--- src/sync_framer_defines.vh ---
`ifndef SYNC_FRAMER_DEFINES_VH
`define SYNC_FRAMER_DEFINES_VH

// Word and lane geometry
`define WORD_W 10
`define LANES 4
`define LANE_BUS_W 40
`define ROW_W 11
`define CNT_W 10
`define FIFO_DEPTH 8
`define FIFO_AW 3

// Register indices on the configuration port
`define IDX_TRAIN_PATTERN 8'h82
`define IDX_MARKER_IDENT 8'h83
`define IDX_BLACK_CODE 8'h84
`define IDX_PIXEL_CODE 8'h85
`define IDX_CHECKSUM_CODE 8'h86
`define IDX_TRAIN_CODE 8'h87
`define IDX_ROW_STATUS 8'h88

// Register reset values (wide word form)
`define RST_TRAIN_PATTERN 10'h3A6
`define RST_MARKER_IDENT 7'h2A
`define RST_BLACK_CODE 10'h015
`define RST_PIXEL_CODE 10'h035
`define RST_CHECKSUM_CODE 10'h059
`define RST_TRAIN_CODE 10'h3A6

// Boundary kinds, sync word bits 9:7 wide, 7:5 narrow
`define KIND_FRAME_BEGIN 3'h5
`define KIND_FRAME_FINISH 3'h6
`define KIND_LINE_BEGIN 3'h1
`define KIND_LINE_FINISH 3'h2

// Window numbers of the two readout windows
`define WIN_A_ID 3'h0
`define WIN_B_ID 3'h1

// Lane bit rates in Mbps for each word mode
`define RATE_WIDE_MBPS 10'h26C
`define RATE_NARROW_MBPS 10'h1F0

// Per-lane checksum generator
`define CRC_POLY 10'h233
`define CRC_SEED 10'h3FF

`endif

--- src/word_fifo.v ---
`timescale 1ns/1ns
// Small flop-based FIFO with valid/ready on both sides
module word_fifo #(
  parameter W = 40,
  parameter D = 8,
  parameter AW = 3
) (
  // Clock, enable, reset
  input wire clk,
  input wire ce,
  input wire srst,
  // Fill side
  input wire in_valid,
  output wire in_ready,
  input wire [W-1:0] in_data,
  // Drain side
  output wire out_valid,
  input wire out_ready,
  output wire [W-1:0] out_data
);

  reg [W-1:0] mem [0:D-1];
  reg [AW-1:0] wr_ptr;
  reg [AW-1:0] rd_ptr;
  reg [AW:0] count;
  wire push;
  wire pop;

  // Full and empty come straight from the occupancy count
  assign in_ready = (count != D[AW:0]);
  assign out_valid = (count != {(AW+1){1'b0}});
  assign out_data = mem[rd_ptr];
  assign push = in_valid & in_ready;
  assign pop = out_valid & out_ready;

  //////////////////////////////////////////////////////////////////////////////
  // Storage write and pointer update
  always @(posedge clk) begin
    if (srst) begin
      wr_ptr <= {AW{1'b0}};
      rd_ptr <= {AW{1'b0}};
      count <= {(AW+1){1'b0}};
    end else if (ce) begin
      if (push) begin
        mem[wr_ptr] <= in_data;
        wr_ptr <= (wr_ptr == D[AW-1:0] - 1'b1) ? {AW{1'b0}} : wr_ptr + 1'b1;
      end
      if (pop) begin
        rd_ptr <= (rd_ptr == D[AW-1:0] - 1'b1) ? {AW{1'b0}} : rd_ptr + 1'b1;
      end
      if (push & ~pop) begin
        count <= count + 1'b1;
      end else if (pop & ~push) begin
        count <= count - 1'b1;
      end
    end
  end

endmodule // word_fifo

--- src/image_sync_channel_framer.v ---
`timescale 1ns/1ns
`include "sync_framer_defines.vh"

module image_sync_channel_framer (
  // Clock, enable, reset
  input wire clk,
  input wire ce,
  input wire srst,
  // Forwarded word clock from the serialiser side
  input wire word_clk,
  // Configuration register port
  input wire reg_write,
  input wire [7:0] reg_addr,
  input wire [9:0] reg_wdata,
  output wire [9:0] reg_rdata,
  // Readout control
  input wire narrow_mode,
  input wire frame_start,
  input wire [`CNT_W-1:0] black_lines,
  input wire [`CNT_W-1:0] line_words,
  input wire window_b_enable,
  input wire [`ROW_W-1:0] window_a_first_row,
  input wire [`ROW_W-1:0] window_a_last_row,
  input wire [`ROW_W-1:0] window_b_first_row,
  input wire [`ROW_W-1:0] window_b_last_row,
  // Pixel stream, four lanes packed lane0 in the low bits
  input wire pixel_valid,
  output wire pixel_ready,
  input wire [`LANE_BUS_W-1:0] pixel_data,
  // Serial lane words
  output wire [`WORD_W-1:0] lane0_word,
  output wire [`WORD_W-1:0] lane1_word,
  output wire [`WORD_W-1:0] lane2_word,
  output wire [`WORD_W-1:0] lane3_word,
  output wire [`WORD_W-1:0] sync_word,
  output wire word_strobe,
  output wire frame_active,
  output wire [9:0] lane_rate_mbps
);

  localparam [7:0] S_IDLE = 8'h01;
  localparam [7:0] S_NEXT = 8'h02;
  localparam [7:0] S_BEGIN = 8'h04;
  localparam [7:0] S_BID = 8'h08;
  localparam [7:0] S_DATA = 8'h10;
  localparam [7:0] S_FIN = 8'h20;
  localparam [7:0] S_FID = 8'h40;
  localparam [7:0] S_CRC = 8'h80;

  //////////////////////////////////////////////////////////////////////////////
  // Helpers

  // Narrow mode keeps config bits 9:2 in the low byte
  function [`WORD_W-1:0] fmt;
    input narrow;
    input [`WORD_W-1:0] w;
    begin
      fmt = narrow ? {2'b00, w[9:2]} : w;
    end
  endfunction

  // One checksum step over a formatted lane word
  function [`WORD_W-1:0] crc_step;
    input [`WORD_W-1:0] c;
    input [`WORD_W-1:0] w;
    integer i;
    reg [`WORD_W-1:0] r;
    begin
      r = c;
      for (i = `WORD_W - 1; i >= 0; i = i - 1) begin
        if (r[`WORD_W-1] ^ w[i]) begin
          r = {r[`WORD_W-2:0], 1'b0} ^ `CRC_POLY;
        end else begin
          r = {r[`WORD_W-2:0], 1'b0};
        end
      end
      crc_step = r;
    end
  endfunction

  // Row lies inside a window
  function in_win;
    input [`ROW_W-1:0] row;
    input [`ROW_W-1:0] first;
    input [`ROW_W-1:0] last;
    begin
      in_win = (row >= first) && (row <= last);
    end
  endfunction

  //////////////////////////////////////////////////////////////////////////////
  // Word clock synchroniser and edge finder

  reg wclk_s1;
  reg wclk_s2;
  reg wclk_s3;
  reg wclk_level;
  wire tick;

  // A level counts only once the second and third stages agree
  always @(posedge clk) begin
    if (srst) begin
      wclk_s1 <= 1'b0;
      wclk_s2 <= 1'b0;
      wclk_s3 <= 1'b0;
      wclk_level <= 1'b0;
    end else if (ce) begin
      wclk_s1 <= word_clk;
      wclk_s2 <= wclk_s1;
      wclk_s3 <= wclk_s2;
      if (wclk_s2 == wclk_s3) begin
        wclk_level <= wclk_s3;
      end
    end
  end

  assign tick = ce & (wclk_s2 == wclk_s3) & wclk_s3 & ~wclk_level;
  assign word_strobe = tick;

  //////////////////////////////////////////////////////////////////////////////
  // Configuration registers

  reg [9:0] train_pattern;
  reg [6:0] frame_marker_ident_code;
  reg [9:0] black_type_code;
  reg [9:0] pixel_type_code;
  reg [9:0] checksum_type_code;
  reg [9:0] training_type_code;
  reg [9:0] rdata_q;
  reg [`ROW_W-1:0] row;

  // Writes land at the documented indices; others are dropped
  always @(posedge clk) begin
    if (srst) begin
      train_pattern <= `RST_TRAIN_PATTERN;
      frame_marker_ident_code <= `RST_MARKER_IDENT;
      black_type_code <= `RST_BLACK_CODE;
      pixel_type_code <= `RST_PIXEL_CODE;
      checksum_type_code <= `RST_CHECKSUM_CODE;
      training_type_code <= `RST_TRAIN_CODE;
    end else if (ce && reg_write) begin
      case (reg_addr)
        `IDX_TRAIN_PATTERN: train_pattern <= reg_wdata;
        `IDX_MARKER_IDENT: frame_marker_ident_code <= reg_wdata[6:0];
        `IDX_BLACK_CODE: black_type_code <= reg_wdata;
        `IDX_PIXEL_CODE: pixel_type_code <= reg_wdata;
        `IDX_CHECKSUM_CODE: checksum_type_code <= reg_wdata;
        `IDX_TRAIN_CODE: training_type_code <= reg_wdata;
        default: ;
      endcase
    end
  end

  // Registered read; unmapped indices read zero
  always @(posedge clk) begin
    if (srst) begin
      rdata_q <= 10'h000;
    end else if (ce) begin
      case (reg_addr)
        `IDX_TRAIN_PATTERN: rdata_q <= train_pattern;
        `IDX_MARKER_IDENT: rdata_q <= {3'b000, frame_marker_ident_code};
        `IDX_BLACK_CODE: rdata_q <= black_type_code;
        `IDX_PIXEL_CODE: rdata_q <= pixel_type_code;
        `IDX_CHECKSUM_CODE: rdata_q <= checksum_type_code;
        `IDX_TRAIN_CODE: rdata_q <= training_type_code;
        `IDX_ROW_STATUS: rdata_q <= row[9:0];
        default: rdata_q <= 10'h000;
      endcase
    end
  end

  assign reg_rdata = rdata_q;

  //////////////////////////////////////////////////////////////////////////////
  // Pixel FIFO

  wire fifo_valid;
  wire fifo_pop;
  wire [`LANE_BUS_W-1:0] fifo_data;

  word_fifo #(
    .W(`LANE_BUS_W),
    .D(`FIFO_DEPTH),
    .AW(`FIFO_AW)
  ) u_fifo (
    .clk(clk),
    .ce(ce),
    .srst(srst),
    .in_valid(pixel_valid),
    .in_ready(pixel_ready),
    .in_data(pixel_data),
    .out_valid(fifo_valid),
    .out_ready(fifo_pop),
    .out_data(fifo_data)
  );

  //////////////////////////////////////////////////////////////////////////////
  // Window geometry of the current row

  reg [7:0] state;
  reg is_black;
  reg start_pending;
  reg [`CNT_W-1:0] black_left;
  reg [`CNT_W-1:0] word_cnt;
  reg [`WORD_W-1:0] crc [0:`LANES-1];
  reg [`LANE_BUS_W-1:0] lanes_q;
  reg [`WORD_W-1:0] sync_q;
  wire act_a;
  wire act_b;
  wire any_act;
  wire [`ROW_W-1:0] start_row;
  wire [`ROW_W-1:0] end_row;
  wire [`ROW_W-1:0] hi_first;
  wire [`ROW_W-1:0] hi_last;
  wire [2:0] hi_id;
  wire [`WORD_W-1:0] id_word;
  wire [`WORD_W-1:0] begin_word;
  wire [`WORD_W-1:0] finish_word;
  wire [`WORD_W-1:0] train_lane;
  wire last_word;

  assign act_a = in_win(row, window_a_first_row, window_a_last_row);
  assign act_b = window_b_enable & in_win(row, window_b_first_row, window_b_last_row);
  assign any_act = act_a | act_b;
  assign start_row = (window_b_enable && window_b_first_row < window_a_first_row) ?
                     window_b_first_row : window_a_first_row;
  assign end_row = (window_b_enable && window_b_last_row > window_a_last_row) ?
                   window_b_last_row : window_a_last_row;
  // Markers follow the highest-numbered active window only
  assign hi_id = act_b ? `WIN_B_ID : `WIN_A_ID;
  assign hi_first = act_b ? window_b_first_row : window_a_first_row;
  assign hi_last = act_b ? window_b_last_row : window_a_last_row;

  // Marker and window number words for both modes
  assign id_word = narrow_mode ? {5'b00000, hi_id, 2'b00} : {7'b0000000, hi_id};
  assign begin_word = narrow_mode ?
    {2'b00, (row == hi_first) ? `KIND_FRAME_BEGIN : `KIND_LINE_BEGIN,
     frame_marker_ident_code[6:2]} :
    {(row == hi_first) ? `KIND_FRAME_BEGIN : `KIND_LINE_BEGIN, frame_marker_ident_code};
  assign finish_word = narrow_mode ?
    {2'b00, (row == hi_last) ? `KIND_FRAME_FINISH : `KIND_LINE_FINISH,
     frame_marker_ident_code[6:2]} :
    {(row == hi_last) ? `KIND_FRAME_FINISH : `KIND_LINE_FINISH, frame_marker_ident_code};
  assign train_lane = fmt(narrow_mode, train_pattern);
  assign last_word = (word_cnt == line_words - 1'b1);
  assign fifo_pop = tick & (state == S_DATA) & fifo_valid;

  //////////////////////////////////////////////////////////////////////////////
  // Line sequencer; lane and sync words change together on each word tick

  integer k;

  always @(posedge clk) begin
    if (srst) begin
      state <= S_IDLE;
      row <= {`ROW_W{1'b0}};
      is_black <= 1'b0;
      start_pending <= 1'b0;
      black_left <= {`CNT_W{1'b0}};
      word_cnt <= {`CNT_W{1'b0}};
      lanes_q <= {`LANE_BUS_W{1'b0}};
      sync_q <= {`WORD_W{1'b0}};
      for (k = 0; k < `LANES; k = k + 1) begin
        crc[k] <= `CRC_SEED;
      end
    end else if (ce) begin
      // A start that arrives while it is taken is kept, set wins
      if (frame_start) begin
        start_pending <= 1'b1;
      end else if (state == S_IDLE && tick && start_pending) begin
        start_pending <= 1'b0;
      end
      // Row search needs no word slot; skipped rows cost one clock each
      if (state == S_NEXT) begin
        if (row > end_row) begin
          state <= S_IDLE;
        end else if (any_act) begin
          state <= S_BEGIN;
        end else begin
          row <= row + 1'b1;
        end
      end
      if (tick) begin
        // Default slot: training on data lanes and training code on sync
        lanes_q <= {`LANES{train_lane}};
        sync_q <= fmt(narrow_mode, training_type_code);
        case (state)
          S_IDLE: begin
            if (start_pending) begin
              row <= start_row;
              word_cnt <= {`CNT_W{1'b0}};
              for (k = 0; k < `LANES; k = k + 1) begin
                crc[k] <= `CRC_SEED;
              end
              if (black_lines != {`CNT_W{1'b0}}) begin
                is_black <= 1'b1;
                black_left <= black_lines;
                state <= S_DATA;
              end else begin
                is_black <= 1'b0;
                state <= S_NEXT;
              end
            end
          end
          S_BEGIN: begin
            sync_q <= begin_word;
            state <= S_BID;
          end
          S_BID: begin
            sync_q <= id_word;
            word_cnt <= {`CNT_W{1'b0}};
            for (k = 0; k < `LANES; k = k + 1) begin
              crc[k] <= `CRC_SEED;
            end
            state <= S_DATA;
          end
          S_DATA: begin
            // An empty FIFO holds the line and fills the slot with training
            if (fifo_valid) begin
              for (k = 0; k < `LANES; k = k + 1) begin
                lanes_q[k*`WORD_W +: `WORD_W] <=
                  fmt(narrow_mode, fifo_data[k*`WORD_W +: `WORD_W]);
                crc[k] <= crc_step(crc[k], fmt(narrow_mode, fifo_data[k*`WORD_W +: `WORD_W]));
              end
              sync_q <= fmt(narrow_mode, is_black ? black_type_code : pixel_type_code);
              word_cnt <= word_cnt + 1'b1;
              if (last_word) begin
                state <= is_black ? S_CRC : S_FIN;
              end
            end
          end
          S_FIN: begin
            sync_q <= finish_word;
            state <= S_FID;
          end
          S_FID: begin
            sync_q <= id_word;
            state <= S_CRC;
          end
          S_CRC: begin
            for (k = 0; k < `LANES; k = k + 1) begin
              lanes_q[k*`WORD_W +: `WORD_W] <= fmt(narrow_mode, crc[k]);
              crc[k] <= `CRC_SEED;
            end
            sync_q <= fmt(narrow_mode, checksum_type_code);
            word_cnt <= {`CNT_W{1'b0}};
            if (is_black && black_left != {{(`CNT_W-1){1'b0}}, 1'b1}) begin
              black_left <= black_left - 1'b1;
              state <= S_DATA;
            end else begin
              if (!is_black) begin
                row <= row + 1'b1;
              end
              is_black <= 1'b0;
              black_left <= {`CNT_W{1'b0}};
              state <= S_NEXT;
            end
          end
          default: state <= state;
        endcase
      end
    end
  end

  //////////////////////////////////////////////////////////////////////////////
  // Outputs

  assign lane0_word = lanes_q[9:0];
  assign lane1_word = lanes_q[19:10];
  assign lane2_word = lanes_q[29:20];
  assign lane3_word = lanes_q[39:30];
  assign sync_word = sync_q;
  assign frame_active = (state != S_IDLE);
  // Word depth is traded for rate only; the sequencer clock stays the same
  assign lane_rate_mbps = narrow_mode ? `RATE_NARROW_MBPS : `RATE_WIDE_MBPS;

endmodule // image_sync_channel_framer

--- config.mk ---
export PLATFORM = sky130hd
export DESIGN_NAME = image_sync_channel_framer
export DESIGN_NICKNAME = d
export VERILOG_FILES = /design/src/word_fifo.v /design/src/image_sync_channel_framer.v
export VERILOG_INCLUDE_DIRS = /design/src /design/src/src
export SDC_FILE = /design/constraint.sdc
export NUM_CORES = 1
export LEC_CHECK = 0
export BUFFER_PORTS_ARGS = -buffer_cell sky130_fd_sc_hd__buf_4
export CORE_ASPECT_RATIO = 0.6
export CORE_MARGIN = 2
export CORE_UTILIZATION = 27
export DETAILED_ROUTE_END_ITERATION = 16
export PLACE_DENSITY = 0.41
export SETUP_SLACK_MARGIN = 0.1
export SLEW_MARGIN = 10
export SYNTH_ARGS = -nofsm -noshare
export SYNTH_HDL_FRONTEND = slang
export SYNTH_SLANG_ARGS = --single-unit
--- constraint.sdc ---
create_clock -name clk -period 7.7 [get_ports clk]
set_input_delay 1.54 -clock clk [delete_from_list [all_inputs] [get_ports clk]]
set_output_delay 1.54 -clock clk [all_outputs]
set_load 0.03 [all_outputs]
==> reports/metrics.cfg <==
[logic_synthesis]
ys_seq_area_share_pct = 50.18
syn-cell-area_um2 = 28130
syn_inst = 2485
syn_area_per_cell_um2 = 11.32
ys_ff_latch = 535
ys_warn_count = 0
synth-async-reset-ratio_pct = 0
ys.flop_type = edfxtp_1
synth_cell_types = 93
synth_edf_count = 340

[grt]
grt_pass1_wl_mm = 143.8
grtUsageTotal_pct = 18.28
grt_pass1_vias = 20650
grt_antenna_before_repair = 9
gr-total-overflow = 0
grt_max_degree = 66

[final_layout]
layout_common_cells = edfxtp_1, buf_4, nand2_1
nets = 2867
syn_to_final_growth_pct = 16.79
layout-drive-gt1-share_pct = 18.59
final_common_cell = edfxtp_1
instances_no_fill = 4086

[clock_network]
cts_root_buf = clkbuf_16
path_clk_slew_ns = 0.07
cts-resized-gates = 0
clk_latency_ns = 0.62
cts_buffer_depth = 3
cts_made_buffers = 53
cts_sinks = 535
cts_tree = done
ctsHoldBuffers = 0
htreeDepth = 2
post_cts_buffers = 0

[worst_setup_path]
cp_slowest_cell = or4_1
critPathTopFamily = compound AO/OA/AOI/OAI gates
critPathLaunchType = primary input
path_class = in -> reg
rrSetupSlack_ns = 3.27
cp_max_fo = 11
critical-path-top-cell-by-count = o21a_1
worst-path-buf-inv = 3
critPathRequiredTime_ns = 8.23
critPathCaptureType = flop
reg2regPathDepth = 10
r2r-end = crc[1][0]
cp.arrival_ns = 6.78
max_stage_delay_ns = 0.56

[min_path]
holdCritStartpoint = sync_word[3]
whs_path_depth = 2
holdPathEnd = sync_word[3]
min-delay-path-class = reg -> reg

[die]
core_area_um2 = 103000
ios = 204
rows = 91
die_area_um2 = 106900
initial_core_util_pct = 27.30
die_h_um = 254.0
chipWidth_um = 420.7

[power_and_ir_drop]
p_leak_nw = 11.47
power_density_nw_per_um2 = 191.1
irDropWorstVdd_mv = 0.1477

[sta]
period_share_pct = 81.22
rsz0062_at_grt = no
slew_headroom_pct = 21.03
fin_hold_ws_ns = 0.4627
max_freq_mhz = 159.9
period_minus_slack_ns = 6.254
worst_pin_slew_ns = 1.174
setup_viol = 0
fin_skew_ns = 0.01770
finalSetupTns_ns = 0
finalHoldViolCount = 0
slew_viol_final = 0

[placement]
dp.cells = 3987
io_buffer_count = 199
place.gp.congestion = 0.8778
dp_hpwl_mm = 69.77

[detailed_routing]
detail_route.wl_per_cell_um = 24.37
postRouteAntennaNets = 0
drt_iter0_drc = 1925
totalWireLength_mm = 99.58
drc_errors = 0
drt-pass1-iter-count = 6
vias = 21011
via_per_inst = 5.142

[outcome]
status = complete, no violations

[job]
cap_violations = 0

-- layer usage --
metal	track usage [%]	wire length [um]	vias up
met5	0	41	-
met4	3.687	1828	6
met3	3.368	5909	121
met2	26.57	42020	606
met1	27.91	49780	10600
li1	-	-	9678
-- flip-flops by register name (all words and copies together) (netlist names), 11 cells and up, named ones only --
name,cells
crc,40
lanes_q,40
row,11
u_fifo.mem,320
-- through the flow --
step	util, %	setup slack, ns	instance area (um^2)	total power [mW]
final	31.88	1.446	32850	6.278
after global routing	31.88	1.176	32850	6.527
after CTS	31.87	1.563	32840	6.364
after detailed placement	30.23	0.9069	31150	3.724
after global placement	30.23	0.9212	31150	3.719
after floorplan	-	1.613	28140	3.487
-- final cells by class --
cell class / count / area [um^2]
clock buffers: 69 / 1426
well taps: 1395 / 1745
diodes: 2 / 5.005
fillers: 10415 / 70190
repair buffers: 258 / 1941
flip-flops and latches: 535 / 14120
clock inverters: 28 / 266.5
multi-input cells: 1726 / 13070
inverters: 73 / 274.0
-- where the power goes --
part / leakage, nW / internal (mW) / switching, mW
logic: 6.05 / 0.228 / 0.368
clock network: 0.826 / 1.44 / 1.17
registers: 4.59 / 3.06 / 0.0114
-- cells in the mapped netlist, types with 17 or more instances --
cell | n | area (um^2)
buf_4 | 17 | 127.6
mux4_2 | 73 | 1644
xor2_1 | 57 | 499.2
inv_1 | 70 | 262.8
nor2_1 | 210 | 788.3
nand3_1 | 44 | 220.2
nand2_1 | 247 | 927.1
a21o_1 | 19 | 142.6
nor3_1 | 59 | 295.3
nand4_1 | 17 | 106.4
mux2i_1 | 103 | 1031
nand2b_1 | 21 | 131.4
dfxtp_1 | 195 | 3904
nor4_1 | 19 | 118.9
edfxtp_1 | 340 | 10210
mux2_2 | 21 | 236.5
ha_1 | 88 | 1101
o21ai_0 | 93 | 465.5
a211oi_1 | 30 | 225.2
a21oi_1 | 162 | 810.8
xnor2_1 | 81 | 709.4
a22oi_1 | 24 | 180.2
nor2b_1 | 22 | 137.6
a31oi_1 | 21 | 131.4
clkbuf_1 | 104 | 390.4
nand3b_1 | 23 | 172.7
-- worst max path at each step --
stage,startpoint,to,cells past startpoint
after floorplan,window_a_last_row[1],row[6],23
after global placement,window_a_last_row[1],row[6],25
after detailed placement,window_a_last_row[1],row[6],25
after CTS,window_a_last_row[1],row[6],25
after global routing,window_a_last_row[1],row[5],25
final,window_a_last_row[1],row[6],25
-- tightest hold or removal path, cell delays in order, from the launching register on --
cell,delay [ns]
dfxtp_1,0.31
nand2_1,0.05
a21oi_1,0.05
-- logic make-up after synthesis --
logic type	after synthesis	synth area share [%]
buffers and inverters	226	3.701
XOR/XNOR	154	5.311
flip-flops	535	50.18
AO/OA/AOI/OAI	547	13.09
adder cells (fa/ha/maj)	89	3.986
other	2	0.02670
AND/OR/NAND/NOR	716	11.71
multiplexers	216	12.01
Note: power is estimated with default switching activity, not from simulation.
